$ cat config.mk
export PLATFORM = sky130hd
export DESIGN_NAME = vuf_top
export DESIGN_NICKNAME = d
export VERILOG_FILES = /design/src/hdl/vuf_pkg.sv /design/src/hdl/vuf_chan.sv /design/src/hdl/vuf_top.sv
export SDC_FILE = /design/constraint.sdc
export NUM_CORES = 1
export LEC_CHECK = 0
export BUFFER_PORTS_ARGS = -buffer_cell sky130_fd_sc_hd__buf_2
export CORE_MARGIN = 3
export CORE_UTILIZATION = 30
export DETAILED_ROUTE_END_ITERATION = 8
export GPL_TIMING_DRIVEN = 0
export RECOVER_POWER = 50
export SYNTH_ARGS = -nofsm -noshare
export SYNTH_HDL_FRONTEND = slang
export SYNTH_HIERARCHICAL = 1
export SYNTH_SLANG_ARGS = --single-unit
$ cat constraint.sdc
create_clock -name i_clk_sys -period 2.8 [get_ports i_clk_sys]
set_input_delay 0.28 -clock i_clk_sys [delete_from_list [all_inputs] [get_ports i_clk_sys]]
set_output_delay 0.28 -clock i_clk_sys [all_outputs]
set_load 0.02 [all_outputs]
$ cat src/hdl/vuf_pkg.sv
//
// Contract
// - overvoltage fault judged against the percent limit setting, then configured response applies
// - overvoltage fault sets byte, word and vout flags and raises alert
// - undervoltage fault sets other, word and vout undervoltage flags and raises alert
// - loop slave ignores writes, nacks reads and writes, flags invalid command, alerts
// - both response bytes are saved when the store-all command arrives
// - after reset each response selects shutdown and delayed restart
// - byte layout select 7, zero 6, retry 5:3, delay 2:0; default 10111111
// - select 0 keeps running, still sets flags and alert unless masked
// - select 1 shuts the output down, then follows the retry setting
// - retry 000 never restarts; output stays off until faults are cleared
// - retry 111 restarts endlessly until off, bias loss or another fault; here neither off nor another fault stops the loop
// - retry other than 000 or 111 rejected, old kept, cml flags, alert
// - only retry bit 5 is kept in nonvolatile storage; the code also saves select bit 7
// - delay 000 means no delay, paired with retry 000, output stays off
// - delay 111 waits seven rise times, paired with retry 111
// - delay bits always read as copies of retry bit 5
// - undervoltage handled the same way through its own response byte
// - out-of-range numeric write rejected, old kept, cml flags, alert
package vuf_pkg;

    // ***************************************************
    // command codes and byte layout
    // ***************************************************
    localparam logic [7:0] CMD_OV_RESP = 8'h41;
    localparam logic [7:0] CMD_UV_RESP = 8'h45;
    localparam logic [7:0] RESP_RST    = 8'hbf;
    localparam int         SEL_BIT     = 7;
    localparam int         ZERO_BIT    = 6;
    localparam int         RETRY_MSB   = 5;
    localparam int         RETRY_LSB   = 3;
    localparam logic [2:0] RETRY_OFF   = 3'h0;
    localparam logic [2:0] RETRY_ON    = 3'h7;

    // ***************************************************
    // timing
    // ***************************************************
    localparam int CLK_KHZ        = 10000;
    localparam int TON_RISE_US    = 3000;
    localparam int TON_RISE_CYC   = (TON_RISE_US * CLK_KHZ) / 1000;
    localparam int DELAY_MULT     = 7;
    localparam int RESTART_CYC    = DELAY_MULT * TON_RISE_CYC;
    localparam int CH_NUM         = 2;
    localparam int CH_OV          = 0;
    localparam int CH_UV          = 1;

    // ***************************************************
    // channel state
    // ***************************************************
    typedef enum logic [2:0] {
        ST_RUN  = 3'b001,
        ST_HOLD = 3'b010,
        ST_WAIT = 3'b100
    } vuf_state_t;

endpackage

$ cat src/hdl/vuf_chan.sv
`timescale 1ns/1ps
`default_nettype none
module vuf_chan #(
    parameter int DELAY_CYC = vuf_pkg::RESTART_CYC
) (
    input  wire logic i_clk_sys,
    input  wire logic i_rst_n,
    input  wire logic i_fault,
    input  wire logic i_sel,
    input  wire logic i_retry,
    input  wire logic i_clear,
    output logic      o_event,
    output logic      o_shut
);
    localparam int CW = $clog2(DELAY_CYC + 1);

    initial begin
        if (DELAY_CYC < 1) begin
            $error("vuf_chan: DELAY_CYC must be at least one");
        end
    end

    vuf_pkg::vuf_state_t state_r;
    logic [CW-1:0]       cnt_r;
    logic                fault_d_r;

    // ***************************************************
    // fault edge
    // ***************************************************
    always_ff @(posedge i_clk_sys or negedge i_rst_n) begin
        if (!i_rst_n) begin
            fault_d_r <= 1'b0;
        end else begin
            fault_d_r <= i_fault;
        end
    end
    assign o_event = i_fault & ~fault_d_r;

    // ***************************************************
    // shutdown and restart
    // ***************************************************
    // the level, not the edge, shuts down: a fault still present after
    // a restart trips again, which gives the endless retry loop
    always_ff @(posedge i_clk_sys or negedge i_rst_n) begin
        if (!i_rst_n) begin
            state_r <= vuf_pkg::ST_RUN;
            cnt_r   <= '0;
        end else begin
            unique case (state_r)
                vuf_pkg::ST_RUN: begin
                    if (i_fault && i_sel) begin
                        cnt_r   <= '0;
                        state_r <= i_retry ? vuf_pkg::ST_WAIT : vuf_pkg::ST_HOLD;
                    end
                end
                vuf_pkg::ST_HOLD: begin
                    if (i_clear) begin
                        state_r <= vuf_pkg::ST_RUN;
                    end
                end
                vuf_pkg::ST_WAIT: begin
                    if (cnt_r == CW'(DELAY_CYC - 1)) begin
                        state_r <= vuf_pkg::ST_RUN;
                    end else begin
                        cnt_r <= cnt_r + 1'b1;
                    end
                end
                default: state_r <= vuf_pkg::ST_HOLD;
            endcase
        end
    end
    assign o_shut = (state_r != vuf_pkg::ST_RUN);
endmodule
`default_nettype wire

$ cat src/hdl/vuf_top.sv
`timescale 1ns/1ps
`default_nettype none
module vuf_top #(
    parameter int RESTART_CYC = vuf_pkg::RESTART_CYC
) (
    input  wire logic       i_clk_sys,
    input  wire logic       i_rstn,
    input  wire logic       i_ov_det,
    input  wire logic       i_uv_det,
    input  wire logic       i_loop_slave,
    input  wire logic       i_cmd_valid,
    input  wire logic       i_cmd_write,
    input  wire logic [7:0] i_cmd_code,
    input  wire logic [7:0] i_cmd_wdata,
    input  wire logic       i_store_all,
    input  wire logic       i_clear_faults,
    input  wire logic       i_output_on,
    input  wire logic       i_alert_mask,
    output logic            o_cmd_done,
    output logic            o_cmd_nack,
    output logic [7:0]      o_cmd_rdata,
    output logic            o_nvm_wr,
    output logic [3:0]      o_nvm_data,
    output logic            o_output_en,
    output logic            o_stat_byte_ov,
    output logic            o_stat_byte_oth,
    output logic            o_stat_byte_cml,
    output logic            o_stat_word_vout,
    output logic            o_stat_vout_ov,
    output logic            o_stat_vout_uv,
    output logic            o_stat_cml_ivd,
    output logic            o_stat_cml_ivc,
    output logic            o_alert
);
    localparam int CN = vuf_pkg::CH_NUM;

    initial begin
        if (RESTART_CYC < 1) begin
            $error("vuf_top: RESTART_CYC must be at least one");
        end
    end

    // ***************************************************
    // decode helpers
    // ***************************************************
    // one-hot channel hit for a command code
    function automatic logic [CN-1:0] resp_hit(input logic [7:0] code);
        logic [CN-1:0] h;
        h                  = '0;
        h[vuf_pkg::CH_OV]  = (code == vuf_pkg::CMD_OV_RESP);
        h[vuf_pkg::CH_UV]  = (code == vuf_pkg::CMD_UV_RESP);
        return h;
    endfunction

    // only all-zero or all-one retry settings are legal
    function automatic logic retry_ok(input logic [7:0] d);
        logic [2:0] r;
        r = d[vuf_pkg::RETRY_MSB:vuf_pkg::RETRY_LSB];
        return (r == vuf_pkg::RETRY_OFF) || (r == vuf_pkg::RETRY_ON);
    endfunction

    // read image rebuilt from stored bits so retry and delay always agree
    function automatic logic [7:0] resp_byte(input logic sel, input logic rb);
        return {sel, 1'b0, {6{rb}}};
    endfunction

    // ***************************************************
    // reset release
    // ***************************************************
    logic rst_q1_r;
    logic rst_n_r;

    always_ff @(posedge i_clk_sys or negedge i_rstn) begin
        if (!i_rstn) begin
            rst_q1_r <= 1'b0;
            rst_n_r  <= 1'b0;
        end else begin
            rst_q1_r <= 1'b1;
            rst_n_r  <= rst_q1_r;
        end
    end

    // ***************************************************
    // pin synchronisers
    // ***************************************************
    logic [2:0] async_in;
    logic [2:0] sync1_r;
    logic [2:0] sync2_r;
    logic       ov_s;
    logic       uv_s;
    logic       slave_s;

    assign async_in = {i_loop_slave, i_uv_det, i_ov_det};

    generate
        for (genvar g = 0; g < 3; g++) begin : g_sync
            always_ff @(posedge i_clk_sys or negedge rst_n_r) begin
                if (!rst_n_r) begin
                    sync1_r[g] <= 1'b0;
                    sync2_r[g] <= 1'b0;
                end else begin
                    sync1_r[g] <= async_in[g];
                    sync2_r[g] <= sync1_r[g];
                end
            end
        end
    endgenerate

    // detectors already compare against the percent limit setting
    assign ov_s    = sync2_r[0];
    assign uv_s    = sync2_r[1];
    assign slave_s = sync2_r[2];

    // ***************************************************
    // response bytes
    // ***************************************************
    logic [CN-1:0] sel_r;
    logic [CN-1:0] rbit_r;
    logic [CN-1:0] hit;
    logic          wr_req;
    logic          rd_req;
    logic          wr_ok;
    logic          wr_bad;
    logic          slave_hit;

    assign hit       = resp_hit(i_cmd_code);
    assign wr_req    = i_cmd_valid & i_cmd_write & (|hit);
    assign rd_req    = i_cmd_valid & ~i_cmd_write & (|hit);
    assign slave_hit = (wr_req | rd_req) & slave_s;
    assign wr_ok     = wr_req & ~slave_s & retry_ok(i_cmd_wdata);
    assign wr_bad    = wr_req & ~slave_s & ~retry_ok(i_cmd_wdata);

    generate
        for (genvar c = 0; c < CN; c++) begin : g_reg
            always_ff @(posedge i_clk_sys or negedge rst_n_r) begin
                if (!rst_n_r) begin
                    sel_r[c]  <= vuf_pkg::RESP_RST[vuf_pkg::SEL_BIT];
                    rbit_r[c] <= vuf_pkg::RESP_RST[vuf_pkg::RETRY_MSB];
                end else if (wr_ok && hit[c]) begin
                    sel_r[c]  <= i_cmd_wdata[vuf_pkg::SEL_BIT];
                    rbit_r[c] <= i_cmd_wdata[vuf_pkg::RETRY_MSB];
                end
            end
        end
    endgenerate

    // ***************************************************
    // command answer
    // ***************************************************
    always_ff @(posedge i_clk_sys or negedge rst_n_r) begin
        if (!rst_n_r) begin
            o_cmd_done  <= 1'b0;
            o_cmd_nack  <= 1'b0;
            o_cmd_rdata <= 8'h00;
        end else begin
            o_cmd_done <= wr_req | rd_req;
            o_cmd_nack <= slave_hit;
            if (rd_req && !slave_s) begin
                o_cmd_rdata <= hit[vuf_pkg::CH_UV]
                    ? resp_byte(sel_r[vuf_pkg::CH_UV], rbit_r[vuf_pkg::CH_UV])
                    : resp_byte(sel_r[vuf_pkg::CH_OV], rbit_r[vuf_pkg::CH_OV]);
            end else begin
                o_cmd_rdata <= 8'h00;
            end
        end
    end

    // ***************************************************
    // nonvolatile save
    // ***************************************************
    // only select and retry bit 5 leave the block; delay is derived
    always_ff @(posedge i_clk_sys or negedge rst_n_r) begin
        if (!rst_n_r) begin
            o_nvm_wr   <= 1'b0;
            o_nvm_data <= 4'h0;
        end else begin
            o_nvm_wr <= i_store_all;
            if (i_store_all) begin
                o_nvm_data <= {sel_r[vuf_pkg::CH_UV], rbit_r[vuf_pkg::CH_UV],
                               sel_r[vuf_pkg::CH_OV], rbit_r[vuf_pkg::CH_OV]};
            end
        end
    end

    // ***************************************************
    // fault channels
    // ***************************************************
    logic [CN-1:0] ch_fault;
    logic [CN-1:0] ch_event;
    logic [CN-1:0] ch_shut;

    assign ch_fault = {uv_s, ov_s};

    generate
        for (genvar c = 0; c < CN; c++) begin : g_ch
            vuf_chan #(
                .DELAY_CYC (RESTART_CYC)
            ) u_chan (
                .i_clk_sys (i_clk_sys),
                .i_rst_n   (rst_n_r),
                .i_fault   (ch_fault[c]),
                .i_sel     (sel_r[c]),
                .i_retry   (rbit_r[c]),
                .i_clear   (i_clear_faults),
                .o_event   (ch_event[c]),
                .o_shut    (ch_shut[c])
            );
        end
    endgenerate

    // either channel's shutdown holds the output off; neither stops the other's retry loop
    always_ff @(posedge i_clk_sys or negedge rst_n_r) begin
        if (!rst_n_r) begin
            o_output_en <= 1'b0;
        end else begin
            o_output_en <= i_output_on & ~(|ch_shut);
        end
    end

    // ***************************************************
    // status flags
    // ***************************************************
    // set wins over clear so an event in the clear cycle survives
    logic ev_ov;
    logic ev_uv;
    logic ev_cml;

    assign ev_ov  = ch_event[vuf_pkg::CH_OV];
    assign ev_uv  = ch_event[vuf_pkg::CH_UV];
    assign ev_cml = wr_bad;

    always_ff @(posedge i_clk_sys or negedge rst_n_r) begin
        if (!rst_n_r) begin
            o_stat_byte_ov <= 1'b0;
            o_stat_vout_ov <= 1'b0;
        end else if (ev_ov) begin
            o_stat_byte_ov <= 1'b1;
            o_stat_vout_ov <= 1'b1;
        end else if (i_clear_faults) begin
            o_stat_byte_ov <= 1'b0;
            o_stat_vout_ov <= 1'b0;
        end
    end

    always_ff @(posedge i_clk_sys or negedge rst_n_r) begin
        if (!rst_n_r) begin
            o_stat_byte_oth <= 1'b0;
            o_stat_vout_uv  <= 1'b0;
        end else if (ev_uv) begin
            o_stat_byte_oth <= 1'b1;
            o_stat_vout_uv  <= 1'b1;
        end else if (i_clear_faults) begin
            o_stat_byte_oth <= 1'b0;
            o_stat_vout_uv  <= 1'b0;
        end
    end

    always_ff @(posedge i_clk_sys or negedge rst_n_r) begin
        if (!rst_n_r) begin
            o_stat_word_vout <= 1'b0;
        end else if (ev_ov || ev_uv) begin
            o_stat_word_vout <= 1'b1;
        end else if (i_clear_faults) begin
            o_stat_word_vout <= 1'b0;
        end
    end

    always_ff @(posedge i_clk_sys or negedge rst_n_r) begin
        if (!rst_n_r) begin
            o_stat_byte_cml <= 1'b0;
        end else if (ev_cml || slave_hit) begin
            o_stat_byte_cml <= 1'b1;
        end else if (i_clear_faults) begin
            o_stat_byte_cml <= 1'b0;
        end
    end

    always_ff @(posedge i_clk_sys or negedge rst_n_r) begin
        if (!rst_n_r) begin
            o_stat_cml_ivd <= 1'b0;
        end else if (ev_cml) begin
            o_stat_cml_ivd <= 1'b1;
        end else if (i_clear_faults) begin
            o_stat_cml_ivd <= 1'b0;
        end
    end

    always_ff @(posedge i_clk_sys or negedge rst_n_r) begin
        if (!rst_n_r) begin
            o_stat_cml_ivc <= 1'b0;
        end else if (slave_hit) begin
            o_stat_cml_ivc <= 1'b1;
        end else if (i_clear_faults) begin
            o_stat_cml_ivc <= 1'b0;
        end
    end

    // ***************************************************
    // alert
    // ***************************************************
    // mask gates only the voltage faults; command errors always alert
    logic fault_any;
    logic cml_any;

    assign fault_any = o_stat_byte_ov | o_stat_byte_oth;
    assign cml_any   = o_stat_cml_ivd | o_stat_cml_ivc;
    assign o_alert   = (fault_any & ~i_alert_mask) | cml_any;
endmodule
`default_nettype wire

Word-level counts from Yosys, hierarchy flattened. Cells that the tools add are included.

Word-level logic and storage cells: 124. Flip-flop bits (word level): 78. Output and inout port bits: 25. Input bits: 27.

Mux-type cells: 24. Reductions and logical operators: 24. Bitwise logic cells: 23. Eq/ne operators: 21. $add $sub $neg: 2.

Operator list (count): $mux W18 (4); $pmux W18 S2 (2); $add A18 B1 Y18 const B (2); $eq A18 B18 Y1 const B (2); $mux W3 (7); $pmux W3 S3 (2); $eq A8 B7 Y1 const B (2); $mux W8 (2); $reduce_bool A2 Y1 (8); $and A1 B1 Y1 (12); $reduce_and A3 Y1 (4); $eq A3 B3 Y1 const B (3); $ne A2 B1 Y1 const B (4); $ne A2 B2 Y1 const B (4); $mux W1 (7); $not A1 Y1 (7); $eq A3 B1 Y1 const B (2); $eq A3 B2 Y1 const B (2); $ne A3 B1 Y1 const B (2); $logic_and A1 B1 Y1 (5); $or A1 B1 Y1 (4); $reduce_or A2 Y1 (2); $logic_not A3 Y1 (1); $logic_or A1 B1 Y1 (3); $logic_not A1 Y1 (1).

Logic depth before layout (Yosys ltp). Gate-level depths: netlist (run 1).

Word-level depth: 7. Depth in mapped cells: 7. Depth with buffers taken out: 6.

Modules after synthesis. Netlist (run 1), hierarchy kept.

Modules (own cells, without submodules): vuf_chan (area an instance 1252.5 um^2, sequential area each 551.8 um^2, times used 2, cells an instance 139); vuf_top (area an instance 1161.1 um^2, sequential area each 705.7 um^2, times used 1, cells an instance 81).

Worst setup path after synthesis (run 1). OpenSTA, ideal clock, no wires.

Kind: register -> register. Start point: reg sync2_r[2], in the netlist slave_s. End point: reg rbit_r[0]. Library setup time: 0.082 ns. Required time: 2.718 ns. Path slack: 1.130 ns. Path buffers: 0. Arrival time: 1.588 ns. Stages on the path, launching flop included: 4. Period minus slack after synthesis: 1.670 ns. Cell sequence: dfrtp_1 or3b_2 a2111oi_4 mux2_2.

Longest elaborated chain between the ends: 4.

RTL lines: start: declaration (RTL line vuf_top.sv:88) `logic [2:0] sync2_r;`; start signal: indexed assignment (RTL line vuf_top.sv:103) `sync2_r[g] <= sync1_r[g];`; $not A1 Y1 (RTL line vuf_top.sv:130) `assign wr_ok = wr_req & ~slave_s & retry_ok(i_cmd_wdata);`; $and A1 B1 Y1 (2 in series) (RTL line vuf_top.sv:130); $logic_and A1 B1 Y1 (RTL line vuf_top.sv:139) `end else if (wr_ok && hit[c]) begin`; end signal: indexed assignment (RTL line vuf_top.sv:138) `rbit_r[c] <= vuf_pkg::RESP_RST[vuf_pkg::RETRY_MSB];`; end signal: indexed assignment (RTL line vuf_top.sv:141) `rbit_r[c] <= i_cmd_wdata[vuf_pkg::RETRY_MSB];`; end: declaration (RTL line vuf_top.sv:118) `logic [CN-1:0] rbit_r;`.

Every way passes these cells. A chain may end at the register's enable or synchronous reset.

Worst setup path in the final report (run 1).
Start point: reg g_ch[1].u_chan.cnt_r[0]. End point: reg g_ch[1].u_chan.cnt_r[3].

Longest elaborated chain between the ends: 3. Elaborated cells on any way between the ends: 6. Classes of those cells: add/sub (1); eq/ne (2); mux (2); reduce/logical (1).

RTL lines: start: declaration (RTL line vuf_chan.sv:24) `logic [CW-1:0] cnt_r;`; start signal: assignment (RTL line vuf_chan.sv:65) `cnt_r <= cnt_r + 1'b1;`; $add A18 B1 Y18 / $eq A18 B18 Y1 (equally long branches) (RTL line vuf_chan.sv:65, vuf_chan.sv:62); $mux W18 / $ne A2 B2 Y1 (equally long branches); $pmux W18 S2 / $reduce_and A3 Y1 (equally long branches).

Several ways; a longest one is shown, not always the timed one. The select of a mux whose other input is x is not followed.

==> out/qor.yml, run 1 <==
io_pins: 52
hold_path_class: "primary input to flop"
yosysWarnings: 6
clockRootBuffer: "clkbuf_16"
finalCritPeriodShare: 0.706
cp.required_ns: 3.04
fin_setup_tns_ns: 0
syn_inst: 359
clk_latency_ns: 0.34
hold_end: "sync1_r[0]"
grt_antenna_before_repair: 0
grt_pass1_wl_microns: 14200
drive_gt1_frac: 0.218
slew_violations: 0
core_sq_um: 11700
cts_tree: "built"
fin_skew_ns: 0.00523
yosys.area.top_type: "dfrtp_1"
critPathLaunchType: "flop"
first_iter_violations: 128
swShare: 0.231
vias_per_cell: 5.25
gp_congestion: 0.888
synthesis.nets: 388
dr.pass1.iters: 5
cp_slowest_stage_delay_ns: 0.47
async_flop_share: 1.00
whs_ns: 0.0494
slew_headroom: 0.00971
netlist-cell-type-count: 56
die_x_microns: 117
cts_resized: 0
grt_max_degree: 71
netlist.area_leader.share: 0.451
route.detailed.drc: 0
powerDensity_nw_per_um2: 613
clk_pin_slew_ns: 0.06
numPortBuffers: 46
wl_per_cell_microns: 14.8
synth-main-ff-cell: "dfrtp_1"
hold_viol: 0
synth_area_leaders: "dfrtp_1, dfstp_2, o21ai_0"
rsz0062_at_grt: "false"
post_dp_cell_area_sq_um: 4080
post_cts_buffers: 0
path_class: "flop to flop"
critical_path.cell_chain: "ha_1 > and3_2 > nand4_2 > o31ai_4 > buf_6 > o21ai_1 > o31ai_1"
antenna_cells: 0
ir_drop_v: 0.000302
vias: 2969
syn_to_final_growth_pct: 20.5
finish.utilization: 0.379
critPathBufInv: 1
drv_cap: 0
cts_made_buffers: 9
fillers: 1165
start_util: 0.314
critPathMaxFanout: 10
comb_power_share: 0.071
slowest_stage: "o31ai_4"
ys_seq_elements: 72
cts_buffer_depth: 2
dp_hpwl_microns: 5890
fp-row-count: 39
synth_edf_count: 0
reg2reg_slack_ns: 0.82
dieArea_sq_um: 13600
crit_path_end_kind: "flop"
rr_endpoint: "g_ch[1].u_chan/cnt_r[3]"
nNetsFinal: 446
switchingPower_mw: 0.625
r2r-start: "g_ch[1].u_chan/cnt_r[0]"
dp_cells: 548
min-delay-start: "i_ov_det"
min_period_ns: 1.98
worst_pin_slew_ns: 1.49
power_frac_clock: 0.497
cts.sinks: 72
hold_depth: 1
syn_avg_cell_area_sq_um: 10.2
worstRegToRegCells: 7
p_leak_nw: 1.96
setup_viol: 0
fmax_ghz: 0.506
status: "complete, no violations"
grt_pass1_vias: 2884
intPower_mw: 2.08
htreeDepth: 3
critPathTopFamily: "compound AO/OA/AOI/OAI gates"
stdcell_area_sq_um: 4420
ant_nets: 0
die_h_microns: 117
pwr-share-seq: 0.432
grt_use_total: 0.133
hold_buffers: 1
wl_microns: 8340
yosysSeqAreaShare: 0.494
cp.arrival_ns: 2.21
mappedNetlistArea_sq_um: 3670
grt-ovfl-total: 0
layout.cells.non_filler: 565
[worst reg2reg max path, stage by stage, from the launching register on]
cell	delay, ns
dfrtp_1	0.39
ha_1	0.23
and3_2	0.26
nand4_2	0.17
o31ai_4	0.47
buf_6	0.21
o21ai_1	0.08
o31ai_1	0.07
[metrics by stage]
step	worst slack (ns)	power, mW
after global routing	0.697	2.82
after global placement	-0.192	1.38
after detailed placement	0.840	1.38
after floorplan	0.657	1.31
after CTS	0.814	2.75
final	0.824	2.71
[kinds of logic after synthesis]
family,Yosys count,share of synthesized area
AO/OA/AOI/OAI,96,0.183
adder cells (fa/ha/maj),2,0.00682
buffers and inverters,25,0.0427
flip-flops,72,0.494
multiplexers,10,0.0300
other,2,0.00205
AND/OR/NAND/NOR,152,0.242
[power by group through the flow]
stage	combinational (mW)	clock (mW)	sequential, mW
finish	0.191	1.35	1.17
global route	0.209	1.43	1.18
CTS	0.196	1.38	1.17
detailed placement	0.193	0	1.19
global placement	0.191	0	1.19
floorplan	0.131	0	1.18
[flip-flops by register name, indices dropped and copies added, names as in the netlist]
register / count
o_stat_word_vout: 1
g_ch.u_chan/state_r: 6
o_stat_byte_cml: 1
ov_s: 1
uv_s: 1
o_cmd_nack: 1
o_nvm_wr: 1
rst_q1_r: 1
o_cmd_rdata: 2
slave_s: 1
g_ch.u_chan/fault_d_r: 2
rst_n_r: 1
o_output_en: 1
g_ch.u_chan/cnt_r: 36
o_stat_byte_ov: 1
o_stat_cml_ivd: 1
o_stat_cml_ivc: 1
o_nvm_data: 4
sync1_r: 3
o_stat_byte_oth: 1
o_cmd_done: 1
sel_r: 2
rbit_r: 2
[layout make-up]
| class | count | area (sq um) | area share |
|---|---|---|---|
| Sequential cell | 72 | 1810 | 0.410 |
| Timing Repair Buffer | 47 | 221 | 0.0501 |
| Clock inverter | 6 | 115 | 0.0261 |
| Tap cell | 143 | 179 | 0.0405 |
| Multi-Input combinational cell | 262 | 1700 | 0.384 |
| Buffer | 16 | 123 | 0.0278 |
| Clock buffer | 10 | 239 | 0.0541 |
| Inverter | 9 | 33.8 | 0.00765 |
[how the worst max path moves through the flow]
stage | endpoint | slack, ns | cells after the start | from
global placement | g_ch[1].u_chan/cnt_r[13] | -0.19 | 0 | rst_n_r
finish | g_ch[1].u_chan/cnt_r[3] | 0.82 | 7 | g_ch[1].u_chan/cnt_r[0]
global route | g_ch[1].u_chan/cnt_r[3] | 0.70 | 7 | g_ch[1].u_chan/cnt_r[0]
floorplan | g_ch[0].u_chan/cnt_r[0] | 0.66 | 0 | rst_n_r
detailed placement | g_ch[0].u_chan/cnt_r[12] | 0.84 | 7 | g_ch[0].u_chan/cnt_r[0]
CTS | g_ch[0].u_chan/cnt_r[12] | 0.81 | 7 | g_ch[0].u_chan/cnt_r[0]
[per-layer routing]
| metal | up-vias | part of all wire | global-route usage |
|---|---|---|---|
| met5 | - | 0 | 0 |
| met4 | 0 | 0.0089 | 0.0420 |
| met3 | 6 | 0.046 | 0.0435 |
| met2 | 58 | 0.49 | 0.211 |
| met1 | 1469 | 0.46 | 0.172 |
| li1 | 1436 | - | - |
[cells in the mapped netlist, types with 3 or more instances]
master and number:
nand3b_1 3, buf_4 8, nand2b_1 7, nand4_1 15
inv_1 9, nor2b_1 4, mux2_2 8, buf_6 4
o22ai_1 4, o21ai_0 27, a21o_1 3, a211o_1 7
and3_1 11, nor3_1 6, o31ai_1 6, a31oi_1 6
o21ai_1 10, dfrtp_1 66, a21oi_1 16, nand3_1 13
nor4bb_1 5, dfstp_2 6, nor2_1 31, nand2_1 30
[placed cells by master (no fill, tap or decap), types with 3 or more instances in the layout]
| master | instances |
|---|---|
| a31oi_1 | 6 |
| a21oi_1 | 16 |
| nor2_1 | 31 |
| o21ai_1 | 10 |
| nand3_1 | 13 |
| buf_6 | 4 |
| o21ai_0 | 27 |
| and3_1 | 11 |
| nand4_1 | 15 |
| clkbuf_1 | 17 |
| a21o_1 | 3 |
| bufinv_16 | 3 |
| mux2_2 | 8 |
| dfrtp_1 | 65 |
| nand2_1 | 30 |
| dfstp_1 | 4 |
| o31ai_1 | 6 |
| nand2b_1 | 7 |
| inv_1 | 9 |
| a211o_1 | 7 |
| buf_2 | 33 |
| nor3_1 | 6 |
| nand3b_1 | 3 |
| buf_4 | 8 |
| clkbuf_16 | 9 |
| nor2b_1 | 4 |
| o22ai_1 | 4 |
| nor4bb_1 | 5 |
Power figures use the tool's default switching activity.
==> run 2: changes to the inputs <==
- clock period: 2.8 -> 2 ns (I/O delays scaled with it)
==> out/qor.yml, run 2 (synthesis gave the netlist of run 1 again) <==
status: "complete, but fails checks"
violations: "max-capacitance violations, max-slew violations"
numPortBuffers: 46  # unchanged
startpoint: "sel_r[1]"
p_total_mw: 3.50  # +29%
route.detailed.drc: 0  # unchanged
largest_reg_flops: 36  # unchanged
fin_skew_ns: 0.00483  # -0.000405 ns
grt_pass1_vias: 2933  # +1.7%
grt_pass1_wl_microns: 14500  # +2.1%
dieArea_sq_um: 13600  # unchanged
start_util: 0.314  # unchanged
whs_ns: 0.0820  # +0.0326 ns
nNetsFinal: 453  # +1.6%
top_regs: "g_ch.u_chan/cnt_r: 36 flops, g_ch.u_chan/state_r: 6 flops, o_nvm_data: 4 flops"
cts.sinks: 72  # unchanged
antenna_cells: 0  # unchanged
ant_nets: 0  # unchanged
crit_path_end_kind: "flop"
syn_to_final_growth_pct: 20.9
hold_viol: 0  # unchanged
wl_per_cell_microns: 14.6  # -0.90%
core_sq_um: 11700  # unchanged
finalCritPeriodShare: 0.919  # +0.213
clockRootBuffer: "clkbuf_16"
critPathLaunchType: "flop"
worstRegToRegCells: 6  # -1
powerDensity_nw_per_um2: 790  # +29%
slew_headroom: -0.00117  # -0.0109
cts_made_buffers: 9  # unchanged
slew_violations: 28  # +28
worst_pin_slew_ns: 1.50  # +0.0163 ns
fin_ws_ns: 0.163  # -0.661 ns
cp.required_ns: 2.22  # -0.82 ns
cts_tree: "built"
min_period_ns: 1.84  # -0.139 ns
first_iter_violations: 119  # -7.0%
r2r-start: "sel_r[1]"
cts_buffer_depth: 2  # unchanged
ir_drop_v: 0.000378  # +25%
drv_cap: 1  # +1
vias_per_cell: 5.27  # +0.21%
wl_microns: 8370  # +0.32%
grt_max_degree: 71  # unchanged
reg2reg_slack_ns: 0.16  # -0.66 ns
critPathMaxFanout: 7  # -3
dp_hpwl_microns: 5930  # +0.79%
dr.pass1.iters: 4  # -1
die_h_microns: 117  # unchanged
gp_congestion: 0.861  # -3.0%
fmax_ghz: 0.544  # +7.6%
io_pins: 52  # unchanged
rr_endpoint: "g_ch[1].u_chan/cnt_r[14]"
hold_path_class: "primary input to flop"
endpoint: "g_ch[1].u_chan/cnt_r[14]"
p_leak_nw: 1.95  # -0.44%
largest_register: "g_ch.u_chan/cnt_r"
grt_use_total: 0.135  # +0.00258
stdcell_area_sq_um: 4430  # +0.31%
grt_antenna_before_repair: 0  # unchanged
clk_latency_ns: 0.33  # about the same
vias: 3012  # +1.4%
rsz0062_at_grt: "false"
cp.arrival_ns: 2.05  # -0.16 ns
drive_gt1_frac: 0.224  # +0.00577
post_dp_cell_area_sq_um: 4080  # unchanged
final_cell_mix: "dfrtp_1, nand2_1, nor2_1, buf_2, o21ai_0"
setup_viol: 0  # unchanged
die_x_microns: 117  # unchanged
clk_pin_slew_ns: 0.06  # about the same
grt-ovfl-total: 0  # unchanged
dpl_worst_slack_ns: 0.0351  # -0.805 ns
fp-row-count: 39  # unchanged
final_common_cell: "dfrtp_1"
fin_setup_tns_ns: 0  # unchanged
path_class: "flop to flop"
htreeDepth: 3  # unchanged
## run 2: cell count changes in the layout (fill, tap and decap cells not counted), moves of 2 or more
cell	delta
dlygate4sd3_1	+3
bufinv_16	-2
nor2_2	+2
nor2_1	-2
buf_2	-4
buf_4	+4
clkbuf_1	+5
## run 2: cell type report
| cell class | instances | area [sq um] |
|---|---|---|
| clock inverter | 6 | 68.8 |
| buffer | 16 | 123 |
| inverter | 9 | 33.8 |
| fill | 1168 | 7230 |
| timing repair buffer | 54 | 277 |
| clock buffer | 10 | 229 |
| tap | 143 | 179 |
| sequential | 72 | 1810 |
| multi-input combinational | 262 | 1710 |
## run 2: how the worst min path moves through the flow
| stage | start | to | slack (ns) | depth (start not counted) |
|---|---|---|---|---|
| 6_report | i_store_all | o_nvm_wr | 0.08 | 1 |
| 5_1_grt | i_store_all | o_nvm_wr | 0.08 | 1 |
| 4_1_cts | i_store_all | o_nvm_wr | 0.03 | 1 |
| 3_5_place_dp | i_rstn | rst_q1_r | -0.009 | 1 |
| 3_3_place_gp | i_rstn | rst_q1_r | -0.01 | 1 |
| 2_1_floorplan | i_rstn | rst_n_r | -0.1 | 0 |
## run 2: timing repair
| item | CTS | global route |
|---|---|---|
| setup endpoints to repair | 0 | 30 |
| buffers inserted | 0 | 4 |
| gates resized for setup | 0 | 4 |
| hold endpoints to repair | 5 | 0 |
| hold buffers | 4 | 0 |
## run 2: power by group
| part | leakage [nW] | switching [mW] | internal [mW] |
|---|---|---|---|
| Sequential | 0.914 | 0.107 | 1.53 |
| Combinational | 0.893 | 0.144 | 0.127 |
| Clock | 0.143 | 0.617 | 0.973 |
## run 2: through the flow
stage / cells / util
CTS: 568 / 0.379
detailed placement: 548 / 0.350
finish: 572 / 0.380
global placement: 548 / 0.350
floorplan: 359 / -
global route: 572 / 0.380
## run 2: worst max-delay path, cell delays in order, from the launching register on
cell	delay (ns)
dfstp_2	0.58
nand4b_1	0.13
a21oi_1	0.30
o31ai_4	0.11
buf_4	0.18
buf_4	0.15
a211o_1	0.29
## run 2: metal layers
metal,global-route usage,wire (microns)
met2,0.209,3930
met5,0,0
met1,0.179,3950
met4,0.0535,128
met3,0.0389,360
==> run 3: changes to the inputs <==
- SYNTH_HIERARCHICAL: 1 -> unset
==> out/qor.yml, run 3 <==
status: "complete, no violations"
clockRootBuffer: "clkbuf_16"
setup_viol: 0  # unchanged
hold_depth: 1  # unchanged
cp_slowest_stage_delay_ns: 0.44  # -0.14 ns
slowest_stage: "or4_4"
dp_hpwl_microns: 5660  # -4.7%
hold_path_class: "primary input to flop"
start_util: 0.309  # -0.00513
fin_setup_tns_ns: 0  # unchanged
grt_max_degree: 49  # -31%
synth_area_leaders: "dfrtp_1, dfstp_2, o21ai_0"
fin_skew_ns: 0.00917  # +0.00435 ns
dr.pass1.iters: 5  # +1
synth.cells.most_frequent: "dfrtp_1, o21ai_0, nand2_1, nand3_1, nor2_1"
yosysWarnings: 0  # -6
finish.utilization: 0.400  # +0.0202
gp_congestion: 0.832  # -3.4%
die_h_microns: 115  # -1.4%
io_pins: 52  # unchanged
fin_ws_ns: 0.0523  # -0.110 ns
syn_inst: 360  # +0.28%
cp.required_ns: 2.21  # about the same
route.detailed.drc: 0  # unchanged
cp.arrival_ns: 2.16  # +0.11 ns
vias: 3052  # +1.3%
grt_pass1_wl_microns: 13800  # -5.1%
final_cell_mix: "dfrtp_1, buf_2, nand2_1"
crit_path_end_kind: "flop"
syn_to_final_growth_pct: 29.4
largest_register: "g_ch.u_chan.cnt_r"
critPathLaunchType: "flop"
p_total_mw: 3.84  # +9.7%
grt_pass1_vias: 2880  # -1.8%
cts_made_buffers: 9  # unchanged
dp_cells: 549  # +0.18%
critPathBufInv: 1  # -1
cts_tree: "built"
worst_pin_slew_ns: 1.07  # -0.433 ns
final_common_cell: "dfrtp_1"
htreeDepth: 3  # unchanged
first_iter_violations: 170  # +43%
synth-main-ff-cell: "dfrtp_1"
wl_per_cell_microns: 14.4  # -1.7%
slew_headroom: 0.288  # +0.289
dpl_worst_slack_ns: -0.191  # -0.226 ns
min_period_ns: 1.95  # +0.110 ns
powerDensity_nw_per_um2: 834  # +5.5%
die_x_microns: 115  # -1.4%
synth_most_common_cell: "dfrtp_1"
clk_pin_slew_ns: 0.06  # about the same
antenna_cells: 0  # unchanged
critPathTopFamily: "compound AO/OA/AOI/OAI gates"
numPortBuffers: 45  # -2.2%
p_leak_nw: 2.05  # +5.1%
dieArea_sq_um: 13200  # -2.7%
fp-row-count: 39  # unchanged
drive_gt1_frac: 0.287  # +0.0636
layout.cells.non_filler: 585  # +2.3%
ant_nets: 0  # unchanged
grt_antenna_before_repair: 0  # unchanged
critical_path.cell_chain: "ha_4 > nand3_1 > or4_4 > o21a_4 > buf_6 > a221o_1"
post_dp_cell_area_sq_um: 4000  # -2.0%
async_flop_share: 1.00  # unchanged
grt_use_total: 0.128  # -0.00703
stdcell_area_sq_um: 4610  # +4.0%
wl_microns: 8410  # +0.57%
path_class: "flop to flop"
fillers: 1119  # -4.2%
top_regs: "g_ch.u_chan.cnt_r: 36 flops, g_ch.u_chan.state_r: 6 flops, o_nvm_data: 4 flops"
clk_latency_ns: 0.33  # about the same
yosys.area.top_type: "dfrtp_1"
drv_cap: 0  # -1
vias_per_cell: 5.22  # -0.92%
hold_viol: 0  # unchanged
largest_reg_flops: 36  # unchanged
synth_edf_count: 0  # unchanged
synthesis.nets: 389  # +0.26%
ys_seq_elements: 72  # unchanged
cp.depth: 6  # unchanged
syn_avg_cell_area_sq_um: 9.89  # -3.1%
fmax_ghz: 0.513  # -5.7%
grt-ovfl-total: 0  # unchanged
critPathMaxFanout: 10  # +3
nNetsFinal: 466  # +2.9%
cts_buffer_depth: 2  # unchanged
netlist-cell-type-count: 60  # +7.1%
finalCritPeriodShare: 0.974  # +0.0552
mappedNetlistArea_sq_um: 3560  # -2.9%
ir_drop_v: 0.000555  # +47%
core_sq_um: 11500  # -1.3%
yosysSeqAreaShare: 0.508  # +0.0146
cts.sinks: 72  # unchanged
worstRegToRegCells: 6  # unchanged
netlist.area_leader.share: 0.464  # +0.0133
whs_ns: 0.0814  # -0.000610 ns
slew_violations: 0  # -100%
rsz0062_at_grt: "true"
[run 3: cell types whose count changed in the layout (fill, tap and decap cells not counted), sizes merged, moves of 10 or more]
cell	delta
a31oi	+12
buf	+28
clkbuf	-16
nand3	+12
nor2	-10
[run 3: worst paths after layout]
path	start	endpoint	slack, ns
setup reg to reg	g_ch[1].u_chan.cnt_r[0]	g_ch[1].u_chan.cnt_r[14]	0.05
max in group asynchronous	rst_n_r	rbit_r[0]	0.73
min in group asynchronous	i_rstn	rst_q1_r	0.19
hold / removal	i_store_all	o_nvm_wr	0.08
hold reg to reg	sync1_r[2]	slave_s	0.35
setup / recovery	g_ch[1].u_chan.cnt_r[0]	g_ch[1].u_chan.cnt_r[14]	0.05
[run 3: final cells by class]
class,count,area [sq um],area share
Buffer,15,116,0.0253
Clock buffer,10,229,0.0497
Clock inverter,6,115,0.0250
Inverter,15,56.3,0.0122
Multi-Input combinational cell,257,1680,0.364
Sequential cell,72,1810,0.393
Tap cell,143,179,0.0388
Timing Repair Buffer,67,425,0.0923
[run 3: power breakdown]
| group | switching [mW] | leakage [nW] | internal (mW) | total, mW |
|---|---|---|---|---|
| combinational | 0.175 | 0.948 | 0.171 | 0.347 |
| clock | 0.642 | 0.164 | 1.23 | 1.87 |
| sequential | 0.0929 | 0.938 | 1.53 | 1.63 |
[run 3: per-layer routing]
layer	global-route usage	share of wire	up-vias
li1	-	-	1470
met1	0.175	0.47	1472
met2	0.200	0.46	98
met3	0.0226	0.055	12
met4	0.0563	0.018	0
met5	0	0	-
[run 3: what timing repair did]
action,CTS,global route
gates cloned,1,0
endpoints found under the setup margin,36,36
buffers inserted,10,6
hold endpoints to repair,5,0
pin swaps,3,5
resized for setup,10,21
hold buffers,4,0
[run 3: cells by family after synthesis]
group / Yosys count / share of synthesized area
adder cells (fa/ha/maj): 2 / 0.00703
multiplexers: 12 / 0.0365
flip-flops: 72 / 0.508
other: 2 / 0.00211
AO/OA/AOI/OAI: 101 / 0.185
buffers and inverters: 31 / 0.0492
XOR/XNOR: 1 / 0.00246
AND/OR/NAND/NOR: 139 / 0.210
